[src/design/chp_cfg.svh]
// constants for the calculator host command port
`ifndef CHP_CFG_SVH
`define CHP_CFG_SVH
`define CHP_CMD_RESET    8'h00
`define CHP_SEL_LSB      0
`define CHP_KEY_LSB      4
`define CHP_DIGITS       9
`define CHP_KEYS         4
`endif

[src/design/chp_pkg.sv]
// types for the calculator host command port
package chp_pkg;
  typedef enum logic [2:0] {
    CHP_IDLE  = 3'b001,
    CHP_PRESS = 3'b010,
    CHP_BUSY  = 3'b100
  } chp_state_t;
endpackage

[src/design/chp_sync.sv]
// three-stage synchroniser bank with agreement filter
`timescale 1ns/1ps
module chp_sync #(
  parameter int WIDTH = 1
) (
  input  wire logic             clk_sys,
  input  wire logic             rst_b,
  input  wire logic [WIDTH-1:0] din,
  output logic      [WIDTH-1:0] dout
);
  typedef struct packed {
    logic [WIDTH-1:0] s1;
    logic [WIDTH-1:0] s2;
    logic [WIDTH-1:0] s3;
    logic [WIDTH-1:0] q;
  } chp_sync_st_t;
  chp_sync_st_t st;
  chp_sync_st_t next_st;

  initial begin
    if (WIDTH < 1) $error("chp_sync width must be positive");
  end

  // first stage feeds only the second; a change counts once stages two and three agree
  always_comb begin
    next_st    = st;
    next_st.s1 = din;
    next_st.s2 = st.s1;
    next_st.s3 = st.s2;
    for (int i = 0; i < WIDTH; i++) begin
      if (st.s2[i] == st.s3[i]) begin
        next_st.q[i] = st.s3[i];
      end
    end
  end

  always_ff @(posedge clk_sys) begin
    if (!rst_b) begin
      st <= '0;
    end else begin
      st <= next_st;
    end
  end

  assign dout = st.q;
endmodule

[src/design/chp_port.sv]
// host command port: command register, digit mux, key gating, readback
`timescale 1ns/1ps
`include "chp_cfg.svh"

// Overview of operation
// - the host writes an 8-bit command whose low nibble picks one of nine digit strobes.
// - the high nibble of the stored command gates the picked strobe onto the key inputs.
// - when ready falls on acceptance the command register clears and the host sees ready as acceptance.
// - during readback the mux output asserts when the picked digit strobe occurs.
// - the host halts after loading a digit code, the mux output resumes it, and it then reads at once.
// - segments a to g and the decimal point go to the host bus as one byte on a read.
// - the calculator holds ready low from key processing until function done and key release timed out.
// - the calculator accepts key closure and release only after a noise-free timeout.
module chp_port #(
  parameter int DIGITS = `CHP_DIGITS
) (
  input  wire logic              clk_sys,
  input  wire logic              rst_b,
  input  wire logic              host_wr,
  input  wire logic [7:0]        host_wdata,
  input  wire logic              host_rd,
  output logic      [7:0]        host_rdata,
  output logic                   host_accept,
  output logic                   host_resume,
  input  wire logic [DIGITS-1:0] calc_digit,
  input  wire logic [7:0]        calc_seg,
  input  wire logic              calc_ready,
  output logic      [3:0]        calc_key
);
  typedef struct packed {
    logic [7:0]        cmd;
    chp_pkg::chp_state_t state;
    logic [7:0]        rdata;
    logic              accept;
    logic              resume;
    logic [3:0]        key;
    logic              rdy_q;
  } chp_st_t;
  chp_st_t st;
  chp_st_t next_st;

  logic [DIGITS-1:0] dig_s;
  logic [7:0]        seg_s;
  logic              rdy_s;
  logic [3:0]        sel;
  logic              strobe;

  initial begin
    if (DIGITS < 1 || DIGITS > 16) $error("chp_port digits must be 1 to 16");
  end

  // pins from the calculator come from another domain; key debounce stays in the calculator
  chp_sync #(.WIDTH(DIGITS + 9)) u_sync (
    .clk_sys (clk_sys),
    .rst_b   (rst_b),
    .din     ({calc_ready, calc_seg, calc_digit}),
    .dout    ({rdy_s, seg_s, dig_s})
  );

  // digit select; codes beyond the last digit give no strobe
  assign sel = st.cmd[`CHP_SEL_LSB +: 4];
  always_comb begin
    strobe = 1'b0;
    for (int i = 0; i < DIGITS; i++) begin
      if (sel == 4'(i)) begin
        strobe = dig_s[i];
      end
    end
  end

  // command register, key emulation and readback
  always_comb begin
    next_st        = st;
    next_st.rdy_q  = rdy_s;
    next_st.accept = 1'b0;
    next_st.key    = st.cmd[`CHP_KEY_LSB +: 4] & {4{strobe}};
    next_st.resume = strobe && (st.cmd[`CHP_KEY_LSB +: 4] == 4'h0) && (st.state == chp_pkg::CHP_PRESS);
    if (host_rd) begin
      next_st.rdata = seg_s;
    end
    case (st.state)
      chp_pkg::CHP_IDLE: begin
        // writes while busy are ignored, the host must wait for ready
        if (host_wr) begin
          next_st.cmd   = host_wdata;
          next_st.state = chp_pkg::CHP_PRESS;
        end
      end
      chp_pkg::CHP_PRESS: begin
        // hold the command so the key stays closed through debounce
        if (st.rdy_q && !rdy_s) begin
          next_st.cmd    = `CHP_CMD_RESET;
          next_st.key    = 4'h0;
          next_st.accept = 1'b1;
          next_st.state  = chp_pkg::CHP_BUSY;
        end else if (host_wr && st.cmd[`CHP_KEY_LSB +: 4] == 4'h0) begin
          next_st.cmd = host_wdata; // a readback may be retargeted
        end
      end
      chp_pkg::CHP_BUSY: begin
        if (rdy_s) begin
          next_st.state = chp_pkg::CHP_IDLE;
        end
      end
      default: begin
        next_st.state = chp_pkg::CHP_IDLE;
      end
    endcase
  end

  always_ff @(posedge clk_sys) begin
    if (!rst_b) begin
      st       <= '0;
      st.state <= chp_pkg::CHP_IDLE;
    end else begin
      st <= next_st;
    end
  end

  assign host_rdata  = st.rdata;
  assign host_accept = st.accept;
  assign host_resume = st.resume;
  assign calc_key    = st.key;

  AST_CLEAR_ON_READY: assert property (@(posedge clk_sys) disable iff (!rst_b)
    (st.state == chp_pkg::CHP_PRESS && st.rdy_q && !rdy_s) |=> (st.cmd == 8'h00 && host_accept))
    else $error("command not cleared on ready fall");
  AST_HOLD_CMD: assert property (@(posedge clk_sys) disable iff (!rst_b)
    (st.state == chp_pkg::CHP_PRESS && st.cmd[7:4] != 4'h0 && !(st.rdy_q && !rdy_s)) |=> $stable(st.cmd))
    else $error("command changed before acceptance");
  AST_KEY_GATE: assert property (@(posedge clk_sys) disable iff (!rst_b)
    (st.state == chp_pkg::CHP_PRESS && strobe && !(st.rdy_q && !rdy_s)) |=> (calc_key == $past(st.cmd[7:4])))
    else $error("key not gated from strobe");
  AST_RESUME: assert property (@(posedge clk_sys) disable iff (!rst_b)
    (st.state == chp_pkg::CHP_PRESS && strobe && st.cmd[7:4] == 4'h0) |=> host_resume)
    else $error("resume missing on selected strobe");
  AST_NO_KEY_READ: assert property (@(posedge clk_sys) disable iff (!rst_b)
    host_resume |-> calc_key == 4'h0)
    else $error("key emulated during readback");
  AST_READ_DATA: assert property (@(posedge clk_sys) disable iff (!rst_b)
    host_rd |=> host_rdata == $past(seg_s))
    else $error("read data not the segment byte");
  AST_WRITE_LOAD: assert property (@(posedge clk_sys) disable iff (!rst_b)
    (st.state == chp_pkg::CHP_IDLE && host_wr) |=> (st.cmd == $past(host_wdata) && st.state == chp_pkg::CHP_PRESS))
    else $error("command not loaded");
  AST_BUSY_EXIT: assert property (@(posedge clk_sys) disable iff (!rst_b)
    (st.state == chp_pkg::CHP_BUSY && !rdy_s) |=> st.state == chp_pkg::CHP_BUSY)
    else $error("left busy while ready low");
endmodule

[config.mk]
export PLATFORM = sky130hd
export DESIGN_NAME = chp_port
export DESIGN_NICKNAME = d
export VERILOG_FILES = /design/src/design/chp_pkg.sv /design/src/design/chp_sync.sv /design/src/design/chp_port.sv
export VERILOG_INCLUDE_DIRS = /design/src /design/src/design
export SDC_FILE = /design/constraint.sdc
export NUM_CORES = 1
export LEC_CHECK = 0
export BUFFER_PORTS_ARGS = -buffer_cell sky130_fd_sc_hd__buf_2
export CAP_MARGIN = 0
export CORE_MARGIN = 2
export CORE_UTILIZATION = 50
export CTS_CLUSTER_DIAMETER = 40
export CTS_CLUSTER_SIZE = 16
export DETAILED_ROUTE_END_ITERATION = 8
export PLACE_DENSITY = 0.68
export SETUP_SLACK_MARGIN = 0.15
export SLEW_MARGIN = 20
export SYNTH_ARGS = -nofsm -noshare
export SYNTH_HDL_FRONTEND = slang
export SYNTH_SLANG_ARGS = --single-unit
[constraint.sdc]
create_clock -name clk_sys -period 4.53 [get_ports clk_sys]
set_input_delay 1.1325 -clock clk_sys [delete_from_list [all_inputs] [get_ports clk_sys]]
set_output_delay 1.1325 -clock clk_sys [all_outputs]
set_load 0.02 [all_outputs]
==> impl_table.tex, run 1 <==
\begin{tabular}{lr}
\hline
Metric & Value \\
\hline
\multicolumn{2}{l}{\textbf{Status}} \\
Outcome & complete, no violations \\
\multicolumn{2}{l}{\textbf{Final layout}} \\
Number of inserted diodes & 0 \\
Post-route cell area & 3670 µm² \\
Fin nets & 373 \\
Post-Layout Cell Count & 425 \\
Area growth from synthesis to layout & 11.0\% \\
Layout cells sized above 1 & 0.184 \\
\multicolumn{2}{l}{\textbf{Route}} \\
Antenna-violating nets left & 0 \\
DRC violations left & 0 \\
Routed via count divided by cell count & 4.84 \\
DR iter-0 viols & 101 \\
WL per Instance & 11.3 µm \\
DRT Pass-1 Iters & 4 \\
Drt total wl & 4810 µm \\
Number of vias after detailed routing & 2057 \\
\multicolumn{2}{l}{\textbf{Synthesis}} \\
Number of flops mapped to enable cells by yosys & 0 \\
Mapped Area & 3310 µm² \\
Post-synth ARST share & 0 \\
Dominant cell type by area after synthesis & sky130\_fd\_sc\_hd\_\_dfxtp\_1 \\
Fraction of the yosys area taken by sequential cells & 0.593 \\
Cell variety after synth & 31 \\
Area contributors post-synth & sky130\_fd\_sc\_hd\_\_dfxtp\_1 59\%, sky130\_fd\_sc\_hd\_\_and2\_1 11\%, sky130\_fd\_sc\_hd\_\_a21boi\_0 4.1\% \\
Number of instances in the synthesized netlist & 312 \\
Area share of the largest cell type after synthesis & 0.593 \\
Most instantiated flip-flop cell in the synthesis netlist & sky130\_fd\_sc\_hd\_\_dfxtp\_1 \\
Warning count from the yosys run & 0 \\
Top post-synthesis cells by count & 98 x sky130\_fd\_sc\_hd\_\_dfxtp\_1, 56 x sky130\_fd\_sc\_hd\_\_and2\_1, 30 x sky130\_fd\_sc\_hd\_\_nand2\_1, 20 x sky130\_fd\_sc\_hd\_\_o21ai\_0, 18 x sky130\_fd\_sc\_hd\_\_a21boi\_0 \\
Most repeated cell in the gate-level netlist after synthesis & sky130\_fd\_sc\_hd\_\_dfxtp\_1 \\
Mean instance size in the synthesized netlist & 10.6 µm² \\
Number of synthesized register bits & 98 \\
Total nets after synthesis & 342 \\
\multicolumn{2}{l}{\textbf{Clock tree}} \\
Skew-Pair Late Insertion Delay & 0.35 ns \\
Number of hold buffers added after CTS & 0 \\
CTS H-tree depth & 3 \\
Clock-pin transition on the worst setup and hold timing paths & 0.08 ns \\
Buffers inserted during post-CTS setup optimization & 0 \\
TritonCTS buffer count & 9 \\
CTS sink cnt & 98 \\
Maximum buffer depth of the clock tree & 2 \\
CTS root buffer & sky130\_fd\_sc\_hd\_\_clkbuf\_8 \\
Number of cells upsized or downsized after cts & 0 \\
CTS tree & built \\
\multicolumn{2}{l}{\textbf{Setup path}} \\
Number of logic stages on the critical path including buffering & 1 \\
CP cell instances & buf\_2 \\
Top fanout value on the critical path & 2 \\
CP max stage cell & sky130\_fd\_sc\_hd\_\_dfxtp\_1 \\
Count of cells along the worst register-to-register path & 4 \\
Capturing element type of the critical path & primary output \\
Worst Path Buf+Inv & 1 \\
Crit-path leading delay family & flip-flops \\
Largest incremental delay on the critical path & 0.34 ns \\
Required time of the worst setup path & 3.40 ns \\
Arrival time of the worst setup path & 0.85 ns \\
Slack of the worst reg-to-reg path & 2.88 ns \\
Critical path class & register to primary output \\
Critical path launch point type & register \\
\multicolumn{2}{l}{\textbf{Power}} \\
Clock network fraction of design power & 0.339 \\
Power after layout & 1.48 mW \\
Sw Share & 0.222 \\
Largest voltage drop on the vdd net & 0.000272 V \\
Power density cells & 403 nW/µm² \\
Logic pwr share & 0.051 \\
Cell-internal power & 1.15 mW \\
Sequential fraction of design power & 0.610 \\
Static leakage & 1.48 nW \\
Net switching power figure & 328 µW \\
\multicolumn{2}{l}{\textbf{GRT}} \\
Wire length of the first global-routing pass & 8440 µm \\
Via count of the first global-routing pass & 1860 \\
Remaining global-route overflow & 0 \\
Initial antenna violation count & 0 \\
Maximum number of pins on one net before global-route repair & 96 \\
Global router's overall resource usage & 0.147 \\
\multicolumn{2}{l}{\textbf{STA}} \\
Setup Viol. Count Final & 0 \\
Final-report hold violation count & 0 \\
Setup repair after global routing missed its margin & no \\
Number of slew-limit violations in the final report & 0 \\
Fin worst setup slack & 2.54 ns \\
Tcrit/Tclk final & 0.438 \\
Time the final worst path needs with I/O delays and setup & 1.99 ns \\
Final Skew & 0.0106 ns \\
Max Clock Freq & 504 MHz \\
Worst-Margin Slew & 0.674 ns \\
Aggregate negative setup slack & 0 ns \\
Relative slew slack & 0.551 \\
\multicolumn{2}{l}{\textbf{Floorplanning}} \\
Total I/O pin count & 44 \\
Core area & 6390 µm² \\
Horizontal extent of the die & 85.4 µm \\
Overall die area & 7290 µm² \\
Die Height & 85.4 µm \\
Number of placement rows & 29 \\
Initial Util & 0.518 \\
\multicolumn{2}{l}{\textbf{Placed design}} \\
Quantity of I/O buffers inserted on ports & 43 \\
Detailed placer's ending HPWL & 3070 µm \\
Area post-placement & 3490 µm² \\
Placed Cells incl. Taps & 409 \\
Global placement routability congestion & 0.736 \\
DP Worst Slack & 2.30 ns \\
\multicolumn{2}{l}{\textbf{Flow run}} \\
Reported max-cap violation count & 0 \\
\multicolumn{2}{l}{\textbf{Hold path}} \\
Instance count along the most critical hold path & 1 \\
Type of the worst min-delay path & register to register \\
\hline
\end{tabular}
-- logic make-up (layout without fill, tap and decap cells) --
logic type      count (synthesis)  count (layout)  share of synthesized area
compound gates                 57              57                      0.116
flops                          98              98                      0.593
mux                            12              12                     0.0367
buf+inv                        27              63                     0.0446
simple gates                  118             118                      0.209
-- registers in the layout, summed over array words and instances, names as in the netlist --
signal and flops:
st 8, u_sync.dout 18, host_resume 1, calc_key 4, u_sync.next_st 36, sel 4, host_rdata 8, host_accept 1
u_sync.st 18
-- cell usage in the layout, fill, tap and decap left out --
master,count
sky130_fd_sc_hd__o211a_1,1
sky130_fd_sc_hd__nor3b_1,1
sky130_fd_sc_hd__nor4_4,1
sky130_fd_sc_hd__dfxtp_1,98
sky130_fd_sc_hd__a21oi_1,2
sky130_fd_sc_hd__nand2_1,30
sky130_fd_sc_hd__mux2_1,1
sky130_fd_sc_hd__a31oi_1,1
sky130_fd_sc_hd__nand2b_1,2
sky130_fd_sc_hd__and2_1,56
sky130_fd_sc_hd__o21ai_0,20
sky130_fd_sc_hd__and4b_1,1
sky130_fd_sc_hd__o2bb2ai_1,8
sky130_fd_sc_hd__nor2b_1,10
sky130_fd_sc_hd__a31oi_2,1
sky130_fd_sc_hd__a211oi_1,1
sky130_fd_sc_hd__buf_2,43
sky130_fd_sc_hd__mux2i_1,11
sky130_fd_sc_hd__inv_1,3
sky130_fd_sc_hd__and2b_1,1
sky130_fd_sc_hd__clkinv_4,1
sky130_fd_sc_hd__nor4b_4,1
sky130_fd_sc_hd__or3_1,1
sky130_fd_sc_hd__clkinv_2,4
sky130_fd_sc_hd__nand3_1,4
sky130_fd_sc_hd__a21boi_0,18
sky130_fd_sc_hd__a21oi_2,1
sky130_fd_sc_hd__o22ai_1,4
sky130_fd_sc_hd__nand4_1,5
sky130_fd_sc_hd__nor2_1,4
sky130_fd_sc_hd__clkbuf_8,11
sky130_fd_sc_hd__and4bb_1,1
sky130_fd_sc_hd__buf_4,1
-- metrics by stage --
step	hold slack (ns)	utilization
floorplan	0.412	-
global placement	0.414	0.547
detailed placement	0.417	0.547
CTS	0.437	0.575
global route	0.450	0.575
finish	0.436	0.575
-- layer usage --
metal / up-vias / global-route usage / part of all wire
met1: 907 / 0.194 / 0.51
met3: 10 / 0.0399 / 0.048
met5: - / 0 / 0
li1: 1098 / - / -
met2: 42 / 0.219 / 0.42
met4: 0 / 0.0823 / 0.022
-- cell type report --
cell class	instances	area, µm²
Sequential cell	98	1960
Clock inverter	5	28.8
Inverter	3	11.3
Timing Repair Buffer	44	223
Multi-Input combinational cell	187	1200
Clock buffer	11	151
Fill cell	575	2710
Tap cell	77	96.3
-- power by group through the flow --
stage | clock network [mW] | logic (mW) | registers (mW)
2_1_floorplan | 0 | 0.0558 | 0.918
3_3_place_gp | 0 | 0.0745 | 0.922
3_5_place_dp | 0 | 0.0764 | 0.923
4_1_cts | 0.519 | 0.0766 | 0.903
5_1_grt | 0.560 | 0.0851 | 0.907
6_report | 0.502 | 0.0755 | 0.902
-- worst paths after layout --
kind / from / end
min reg2reg: u_sync.next_st[41] / u_sync.next_st[23]
max: host_rdata[3] / host_rdata[3]
min: u_sync.next_st[41] / u_sync.next_st[23]
max reg2reg: st[25] / sel[0]
Power figures use the tool's default switching activity.
==> run 2: changes to the inputs <==
PLACE_DENSITY = 0.7   (was 0.68)
clock period = 1.8 ns   (was 4.53 ns; I/O delays follow)
==> run 2 against run 1 <==
Against the previous run:
- cell area increased by 0.92%
- highest routed layer unchanged
- critical path type is now register to register
- die area unchanged
- total power grew to 2.6 times the previous value
==> impl_table.tex, run 2 (synthesis gave the netlist of run 1 again) <==
\begin{tabular}{lr}
\hline
Metric & Value \\
\hline
\multicolumn{2}{l}{\textbf{Status}} \\
Outcome & complete, no violations \\
\multicolumn{2}{l}{\textbf{Setup path}} \\
Capturing element type of the critical path & register \\
Arrival time of the worst setup path & 1.75 ns (+0.90 ns) \\
Startpoint of the lowest-slack register-to-register path & st[25] \\
Count of cells along the worst register-to-register path & 4 (unchanged) \\
Crit-path leading delay family & compound AO/OA/AOI/OAI gates \\
Critical path class & register to register \\
Critical Path Start & st[25] \\
Worst Path Buf+Inv & 0 (-1) \\
Required time of the worst setup path & 2.01 ns (-1.39 ns) \\
Worst setup endpoint & sel[0] \\
CP cell instances & nor4\_4 -> nand3\_1 -> a31oi\_2 -> o2bb2ai\_1 \\
Reg2reg end & sel[0] \\
Critical path launch point type & register \\
CP max stage cell & sky130\_fd\_sc\_hd\_\_a31oi\_2 \\
Number of logic stages on the critical path including buffering & 4 (+3) \\
Largest incremental delay on the critical path & 0.41 ns (+0.07 ns) \\
Slack of the worst reg-to-reg path & 0.26 ns (-2.62 ns) \\
Top fanout value on the critical path & 8 (+6) \\
\multicolumn{2}{l}{\textbf{STA}} \\
Aggregate negative setup slack & 0 ns (unchanged) \\
Worst-Margin Slew & 0.427 ns (-0.247 ns) \\
Relative slew slack & 0.714 (+0.164) \\
Number of slew-limit violations in the final report & 0 (unchanged) \\
Setup Viol. Count Final & 0 (unchanged) \\
Time the final worst path needs with I/O delays and setup & 1.54 ns \\
Setup repair after global routing missed its margin & no \\
Tcrit/Tclk final & 0.853 \\
Fin worst setup slack & 0.264 ns (-2.28 ns) \\
Max Clock Freq & 651 MHz \\
Final-report hold violation count & 0 (unchanged) \\
Final Skew & 0.00861 ns (-0.00196 ns) \\
\multicolumn{2}{l}{\textbf{Placed design}} \\
Placed Cells incl. Taps & 410 (+0.24\%) \\
Detailed placer's ending HPWL & 3170 µm (+3.4\%) \\
Global placement routability congestion & 0.731 (-0.61\%) \\
DP Worst Slack & 0.245 ns (-2.06 ns) \\
Quantity of I/O buffers inserted on ports & 43 (unchanged) \\
\multicolumn{2}{l}{\textbf{Clock tree}} \\
CTS root buffer & sky130\_fd\_sc\_hd\_\_clkbuf\_8 \\
TritonCTS buffer count & 9 (unchanged) \\
CTS sink cnt & 98 (unchanged) \\
Number of hold buffers added after CTS & 0 (unchanged) \\
CTS tree & built \\
Clock-pin transition on the worst setup and hold timing paths & 0.09 ns (about the same) \\
Skew-Pair Late Insertion Delay & 0.34 ns (about the same) \\
CTS H-tree depth & 3 (unchanged) \\
Maximum buffer depth of the clock tree & 2 (unchanged) \\
\multicolumn{2}{l}{\textbf{Route}} \\
Antenna-violating nets left & 0 (unchanged) \\
Number of vias after detailed routing & 2137 (+3.9\%) \\
DRT Pass-1 Iters & 4 (unchanged) \\
Drt total wl & 4780 µm (-0.69\%) \\
WL per Instance & 11.2 µm (-1.2\%) \\
Routed via count divided by cell count & 5.00 (+3.4\%) \\
DR iter-0 viols & 110 (+8.9\%) \\
DRC violations left & 0 (unchanged) \\
\multicolumn{2}{l}{\textbf{Power}} \\
Static leakage & 1.50 nW (+1.0\%) \\
Power density cells & 1030 nW/µm² (+160\%) \\
Largest voltage drop on the vdd net & 0.000556 V (+100\%) \\
\multicolumn{2}{l}{\textbf{Final layout}} \\
Layout cells sized above 1 & 0.194 (+0.0104) \\
Area growth from synthesis to layout & 12.0\% \\
Number of inserted diodes & 0 (unchanged) \\
Most common cell after layout, fill and taps aside & sky130\_fd\_sc\_hd\_\_dfxtp\_1 \\
Post-Layout Cell Count & 427 (+0.47\%) \\
Sequential cell area & 1960 µm² (about the same) \\
Fill count & 562 (-2.3\%) \\
Most frequent cells in the layout & 97 x sky130\_fd\_sc\_hd\_\_dfxtp\_1, 56 x sky130\_fd\_sc\_hd\_\_and2\_1, 43 x sky130\_fd\_sc\_hd\_\_buf\_2, 30 x sky130\_fd\_sc\_hd\_\_nand2\_1, 20 x sky130\_fd\_sc\_hd\_\_o21ai\_0 \\
Fin nets & 375 (+0.54\%) \\
Multi-input combinational cell area & 1210 µm² (+0.52\%) \\
Max FFs per register & 36 (unchanged) \\
\multicolumn{2}{l}{\textbf{Floorplanning}} \\
Total I/O pin count & 44 (unchanged) \\
Overall die area & 7290 µm² (unchanged) \\
Die Height & 85.4 µm (unchanged) \\
Number of placement rows & 29 (unchanged) \\
Horizontal extent of the die & 85.4 µm (unchanged) \\
Initial Util & 0.518 (unchanged) \\
Core area & 6390 µm² (unchanged) \\
\multicolumn{2}{l}{\textbf{GRT}} \\
Maximum number of pins on one net before global-route repair & 62 (-35\%) \\
Wire length of the first global-routing pass & 8440 µm (unchanged) \\
Initial antenna violation count & 0 (unchanged) \\
Global router's overall resource usage & 0.145 (-0.00233) \\
Remaining global-route overflow & 0 (unchanged) \\
Via count of the first global-routing pass & 1993 (+7.2\%) \\
\multicolumn{2}{l}{\textbf{Flow run}} \\
Reported max-cap violation count & 0 (unchanged) \\
\multicolumn{2}{l}{\textbf{Hold path}} \\
Type of the worst min-delay path & input pin to register \\
Instance count along the most critical hold path & 2 (+1) \\
\hline
\end{tabular}
==> run 2: cell types whose count changed in the layout (fill, tap and decap cells not counted) <==
cell and delta:
sky130_fd_sc_hd__dfxtp_1 -1, sky130_fd_sc_hd__clkbuf_8 -2, sky130_fd_sc_hd__dfxtp_2 +1, sky130_fd_sc_hd__a31oi_1 -1, sky130_fd_sc_hd__bufinv_16 +1, sky130_fd_sc_hd__a31oi_2 +1
sky130_fd_sc_hd__buf_4 +2, sky130_fd_sc_hd__inv_6 +1
==> run 2: area by class of cell <==
cell class                 count  share of cell area
sequential                    98               0.530
inverter                       3             0.00304
multi-input combinational    187               0.325
clock buffer                   9              0.0334
tap                           77              0.0260
clock inverter                 7              0.0182
timing repair buffer          46              0.0641
==> run 2: metrics by stage <==
stage / hold WS [ns] / power, mW / cell area (µm²) / utilization
finish: 0.302 / 3.82 / 3710 / 0.580
global route: 0.287 / 3.99 / 3710 / 0.580
CTS: 0.285 / 3.86 / 3690 / 0.578
detailed placement: 0.418 / 2.51 / 3500 / 0.548
global placement: 0.414 / 2.51 / 3500 / 0.548
floorplan: 0.412 / 2.45 / 3310 / -
==> run 2: layer usage <==
layer | vias up | track usage | wire, µm
li1 | 1094 | - | -
met4 | 0 | 0.0779 | 93
met2 | 57 | 0.234 | 2090
met3 | 11 | 0.0370 | 235
met1 | 975 | 0.177 | 2360
met5 | - | 0 | 0
==> run 2: worst reg2reg max path: cells and delay by family, from the launching register on <==
| family | cells | cell delay (ns) |
|---|---|---|
| compound gates | 2 | 0.55 |
| flops | 1 | 0.36 |
| simple gates | 2 | 0.50 |
==> run 2: where the power goes <==
group,switching [mW],internal [mW],total (mW)
clock,0.711,0.640,1.35
sequential,0.0382,2.23,2.27
combinational,0.0953,0.0981,0.193
total,0.844,2.97,3.82
==> run 2: timing repair <==
item | in CTS | in global routing
setup endpoints to repair | 0 | 9
setup buffers | 0 | 1
gates resized for setup | 0 | 2
==> run 2: worst min path at each step <==
| stage | start | to | slack [ns] |
|---|---|---|---|
| floorplan | u_sync.next_st[36] | u_sync.next_st[18] | 0.41 |
| global placement | u_sync.next_st[46] | u_sync.next_st[28] | 0.41 |
| detailed placement | u_sync.next_st[40] | u_sync.next_st[22] | 0.42 |
| CTS | calc_seg[7] | u_sync.next_st[52] | 0.28 |
| global route | calc_seg[3] | u_sync.next_st[48] | 0.29 |
| finish | calc_seg[3] | u_sync.next_st[48] | 0.30 |
==> run 3: changes to the inputs <==
CORE_UTILIZATION = 37   (was 50)
PLACE_DENSITY = 0.54   (was 0.7)
==> run 3 against run 2 <==
Against the previous run:
- register-to-register slack improved by 0.05 ns
- cell count grew 7.0%
- sequential share of layout area fell by 0.84 points
- total power up 2.2%
- clock-buffer cell count increased by 4
- largest power group unchanged
==> impl_table.tex, run 3 (synthesis gave the netlist of run 1 again) <==
\begin{tabular}{lr}
\hline
Metric & Value \\
\hline
\multicolumn{2}{l}{\textbf{Status}} \\
Outcome & complete, no violations \\
\multicolumn{2}{l}{\textbf{GRT}} \\
Remaining global-route overflow & 0 (unchanged) \\
Peak-usage layer in the global routing report & met1 \\
Wire length of the first global-routing pass & 8580 µm (+1.7\%) \\
Global router's overall resource usage & 0.111 (-0.0340) \\
Met3 Track Usage GR & 0.0305 (-0.00647) \\
Via count of the first global-routing pass & 1815 (-8.9\%) \\
Grt met2 use & 0.154 (-0.0800) \\
Maximum number of pins on one net before global-route repair & 96 (+55\%) \\
Global Route met1 Usage & 0.155 (-0.0227) \\
Initial antenna violation count & 0 (unchanged) \\
\multicolumn{2}{l}{\textbf{Floorplanning}} \\
Core area & 8680 µm² (+36\%) \\
Initial Util & 0.381 (-0.137) \\
Number of placement rows & 34 (+17\%) \\
Horizontal extent of the die & 98.6 µm (+15\%) \\
Die Height & 98.6 µm (+15\%) \\
Overall die area & 9720 µm² (+33\%) \\
Total I/O pin count & 44 (unchanged) \\
\multicolumn{2}{l}{\textbf{Setup path}} \\
Top fanout value on the critical path & 6 (-2) \\
Critical path class & register to register \\
Arrival time of the worst setup path & 1.72 ns (-0.03 ns) \\
CP max stage cell & sky130\_fd\_sc\_hd\_\_dfxtp\_2 \\
Startpoint of the lowest-slack register-to-register path & sel[0] \\
Slack of the worst reg-to-reg path & 0.31 ns (+0.05 ns) \\
Critical path launch point type & register \\
Count of cells along the worst register-to-register path & 4 (unchanged) \\
Required time of the worst setup path & 2.03 ns (+0.02 ns) \\
Largest incremental delay on the critical path & 0.41 ns (about the same) \\
CP cell instances & mux2\_1 -> or3\_1 -> nand3\_1 -> o22ai\_1 \\
Capturing element type of the critical path & register \\
Reg2reg end & calc\_key[3] \\
\multicolumn{2}{l}{\textbf{Final layout}} \\
Post-Layout Cell Count & 457 (+7.0\%) \\
Most common cell after layout, fill and taps aside & sky130\_fd\_sc\_hd\_\_dfxtp\_1 \\
Layout cells sized above 1 & 0.183 (-0.0109) \\
Max FFs per register & 36 (unchanged) \\
Number of inserted diodes & 0 (unchanged) \\
Post-route cell area & 3770 µm² (+1.6\%) \\
Fin nets & 374 (-0.27\%) \\
Area growth from synthesis to layout & 13.8\% \\
Most frequent cells in the layout & 97 x sky130\_fd\_sc\_hd\_\_dfxtp\_1, 56 x sky130\_fd\_sc\_hd\_\_and2\_1, 43 x sky130\_fd\_sc\_hd\_\_buf\_2, 30 x sky130\_fd\_sc\_hd\_\_nand2\_1, 20 x sky130\_fd\_sc\_hd\_\_o21ai\_0 \\
Final standard cell utilization of the core & 0.434 (-0.146) \\
\multicolumn{2}{l}{\textbf{Clock tree}} \\
CTS H-tree depth & 3 (unchanged) \\
CTS tree & built \\
Maximum buffer depth of the clock tree & 2 (unchanged) \\
Number of hold buffers added after CTS & 0 (unchanged) \\
Clock-pin transition on the worst setup and hold timing paths & 0.09 ns (about the same) \\
TritonCTS buffer count & 9 (unchanged) \\
Skew-Pair Late Insertion Delay & 0.34 ns (about the same) \\
CTS root buffer & sky130\_fd\_sc\_hd\_\_clkbuf\_8 \\
CTS sink cnt & 98 (unchanged) \\
\multicolumn{2}{l}{\textbf{Power}} \\
Power density cells & 1040 nW/µm² (+0.61\%) \\
Static leakage & 1.50 nW (-0.15\%) \\
Largest voltage drop on the vdd net & 0.000341 V (-39\%) \\
Power after layout & 3.90 mW (+2.2\%) \\
\multicolumn{2}{l}{\textbf{Route}} \\
Drt total wl & 5070 µm (+6.1\%) \\
DR iter-0 viols & 45 (-59\%) \\
Routed via count divided by cell count & 4.46 (-11\%) \\
DRT Pass-1 Iters & 4 (unchanged) \\
Antenna-violating nets left & 0 (unchanged) \\
WL per Instance & 11.1 µm (-0.87\%) \\
DRC violations left & 0 (unchanged) \\
Number of vias after detailed routing & 2040 (-4.5\%) \\
\multicolumn{2}{l}{\textbf{Flow run}} \\
Reported max-cap violation count & 0 (unchanged) \\
\multicolumn{2}{l}{\textbf{STA}} \\
Setup repair after global routing missed its margin & no \\
Aggregate negative setup slack & 0 ns (unchanged) \\
Max Clock Freq & 671 MHz (+3.1\%) \\
Time the final worst path needs with I/O delays and setup & 1.49 ns (-0.0460 ns) \\
Worst-Margin Slew & 0.459 ns (+0.0322 ns) \\
Tcrit/Tclk final & 0.828 (-0.0255) \\
Final Skew & 0.00897 ns (+0.000356 ns) \\
Final-report hold violation count & 0 (unchanged) \\
Number of slew-limit violations in the final report & 0 (unchanged) \\
Relative slew slack & 0.692 (-0.0220) \\
Setup Viol. Count Final & 0 (unchanged) \\
\multicolumn{2}{l}{\textbf{Placed design}} \\
Detailed placer's ending HPWL & 3300 µm (+4.0\%) \\
Area post-placement & 3540 µm² (+1.3\%) \\
Quantity of I/O buffers inserted on ports & 43 (unchanged) \\
Placed Cells incl. Taps & 440 (+7.3\%) \\
Global placement routability congestion & 0.854 (+17\%) \\
\multicolumn{2}{l}{\textbf{Hold path}} \\
Instance count along the most critical hold path & 2 (unchanged) \\
Type of the worst min-delay path & input pin to register \\
Min-delay src & host\_wdata[5] \\
Hold worst-path end & st[23] \\
\hline
\end{tabular}
## run 3: cell count changes in the layout (fill, tap and decap cells not counted)
cell	previous run	this run
sky130_fd_sc_hd__clkbuf_1	0	2
sky130_fd_sc_hd__a31oi_2	2	0
sky130_fd_sc_hd__a31oi_4	0	1
sky130_fd_sc_hd__clkinv_4	1	0
sky130_fd_sc_hd__clkinvlp_4	0	1
sky130_fd_sc_hd__buf_4	3	1
sky130_fd_sc_hd__clkinv_2	4	0
sky130_fd_sc_hd__a31oi_1	0	1
sky130_fd_sc_hd__clkbuf_8	9	11
sky130_fd_sc_hd__buf_12	0	1
## run 3: per-layer routing
| layer | share of wire | wire length [µm] |
|---|---|---|
| met1 | 0.51 | 2600 |
| met2 | 0.42 | 2140 |
| met3 | 0.047 | 240 |
| met4 | 0.018 | 90 |
| met5 | 0 | 0 |
## run 3: cell type report
type / count / area (µm²)
Fill cell: 860 / 4910
Sequential cell: 98 / 1960
Multi-Input combinational cell: 187 / 1210
Timing Repair Buffer: 45 / 243
Clock buffer: 13 / 159
Tap cell: 108 / 135
Clock inverter: 3 / 46.3
Inverter: 3 / 11.3
## run 3: how the worst max path moves through the flow
| stage | end | start |
|---|---|---|
| floorplan | calc_key[3] | sel[0] |
| global placement | sel[0] | st[25] |
| detailed placement | st[23] | st[25] |
| CTS | st[24] | st[25] |
| global route | calc_key[3] | sel[0] |
| finish | calc_key[3] | sel[0] |
## run 3: critical path: cells and delay by family, from the launching register on
family / cells / cell delay (ns)
flip-flops: 1 / 0.41
multiplexers: 1 / 0.34
AO/OA/AOI/OAI: 1 / 0.11
AND/OR/NAND/NOR: 2 / 0.51
## run 3: repair_timing
action | in CTS | in global routing
hold endpoints to repair | 0 | 0
endpoints found under the setup margin | 0 | 10
gates resized for setup | 0 | 2
buffers inserted | 0 | 1
## run 3: metrics by stage
step           worst slack (ns)  hold slack [ns]
4_1_cts                   0.187            0.279
2_1_floorplan             0.382            0.412
5_1_grt                   0.226            0.282
3_3_place_gp              0.275            0.414
6_report                  0.310            0.301
3_5_place_dp              0.202            0.417
## run 3: power by group
part	switching (mW)	internal (mW)	total, mW
registers	0.0365	2.23	2.27
logic	0.0979	0.101	0.198
clock network	0.707	0.726	1.43
total	0.842	3.06	3.90
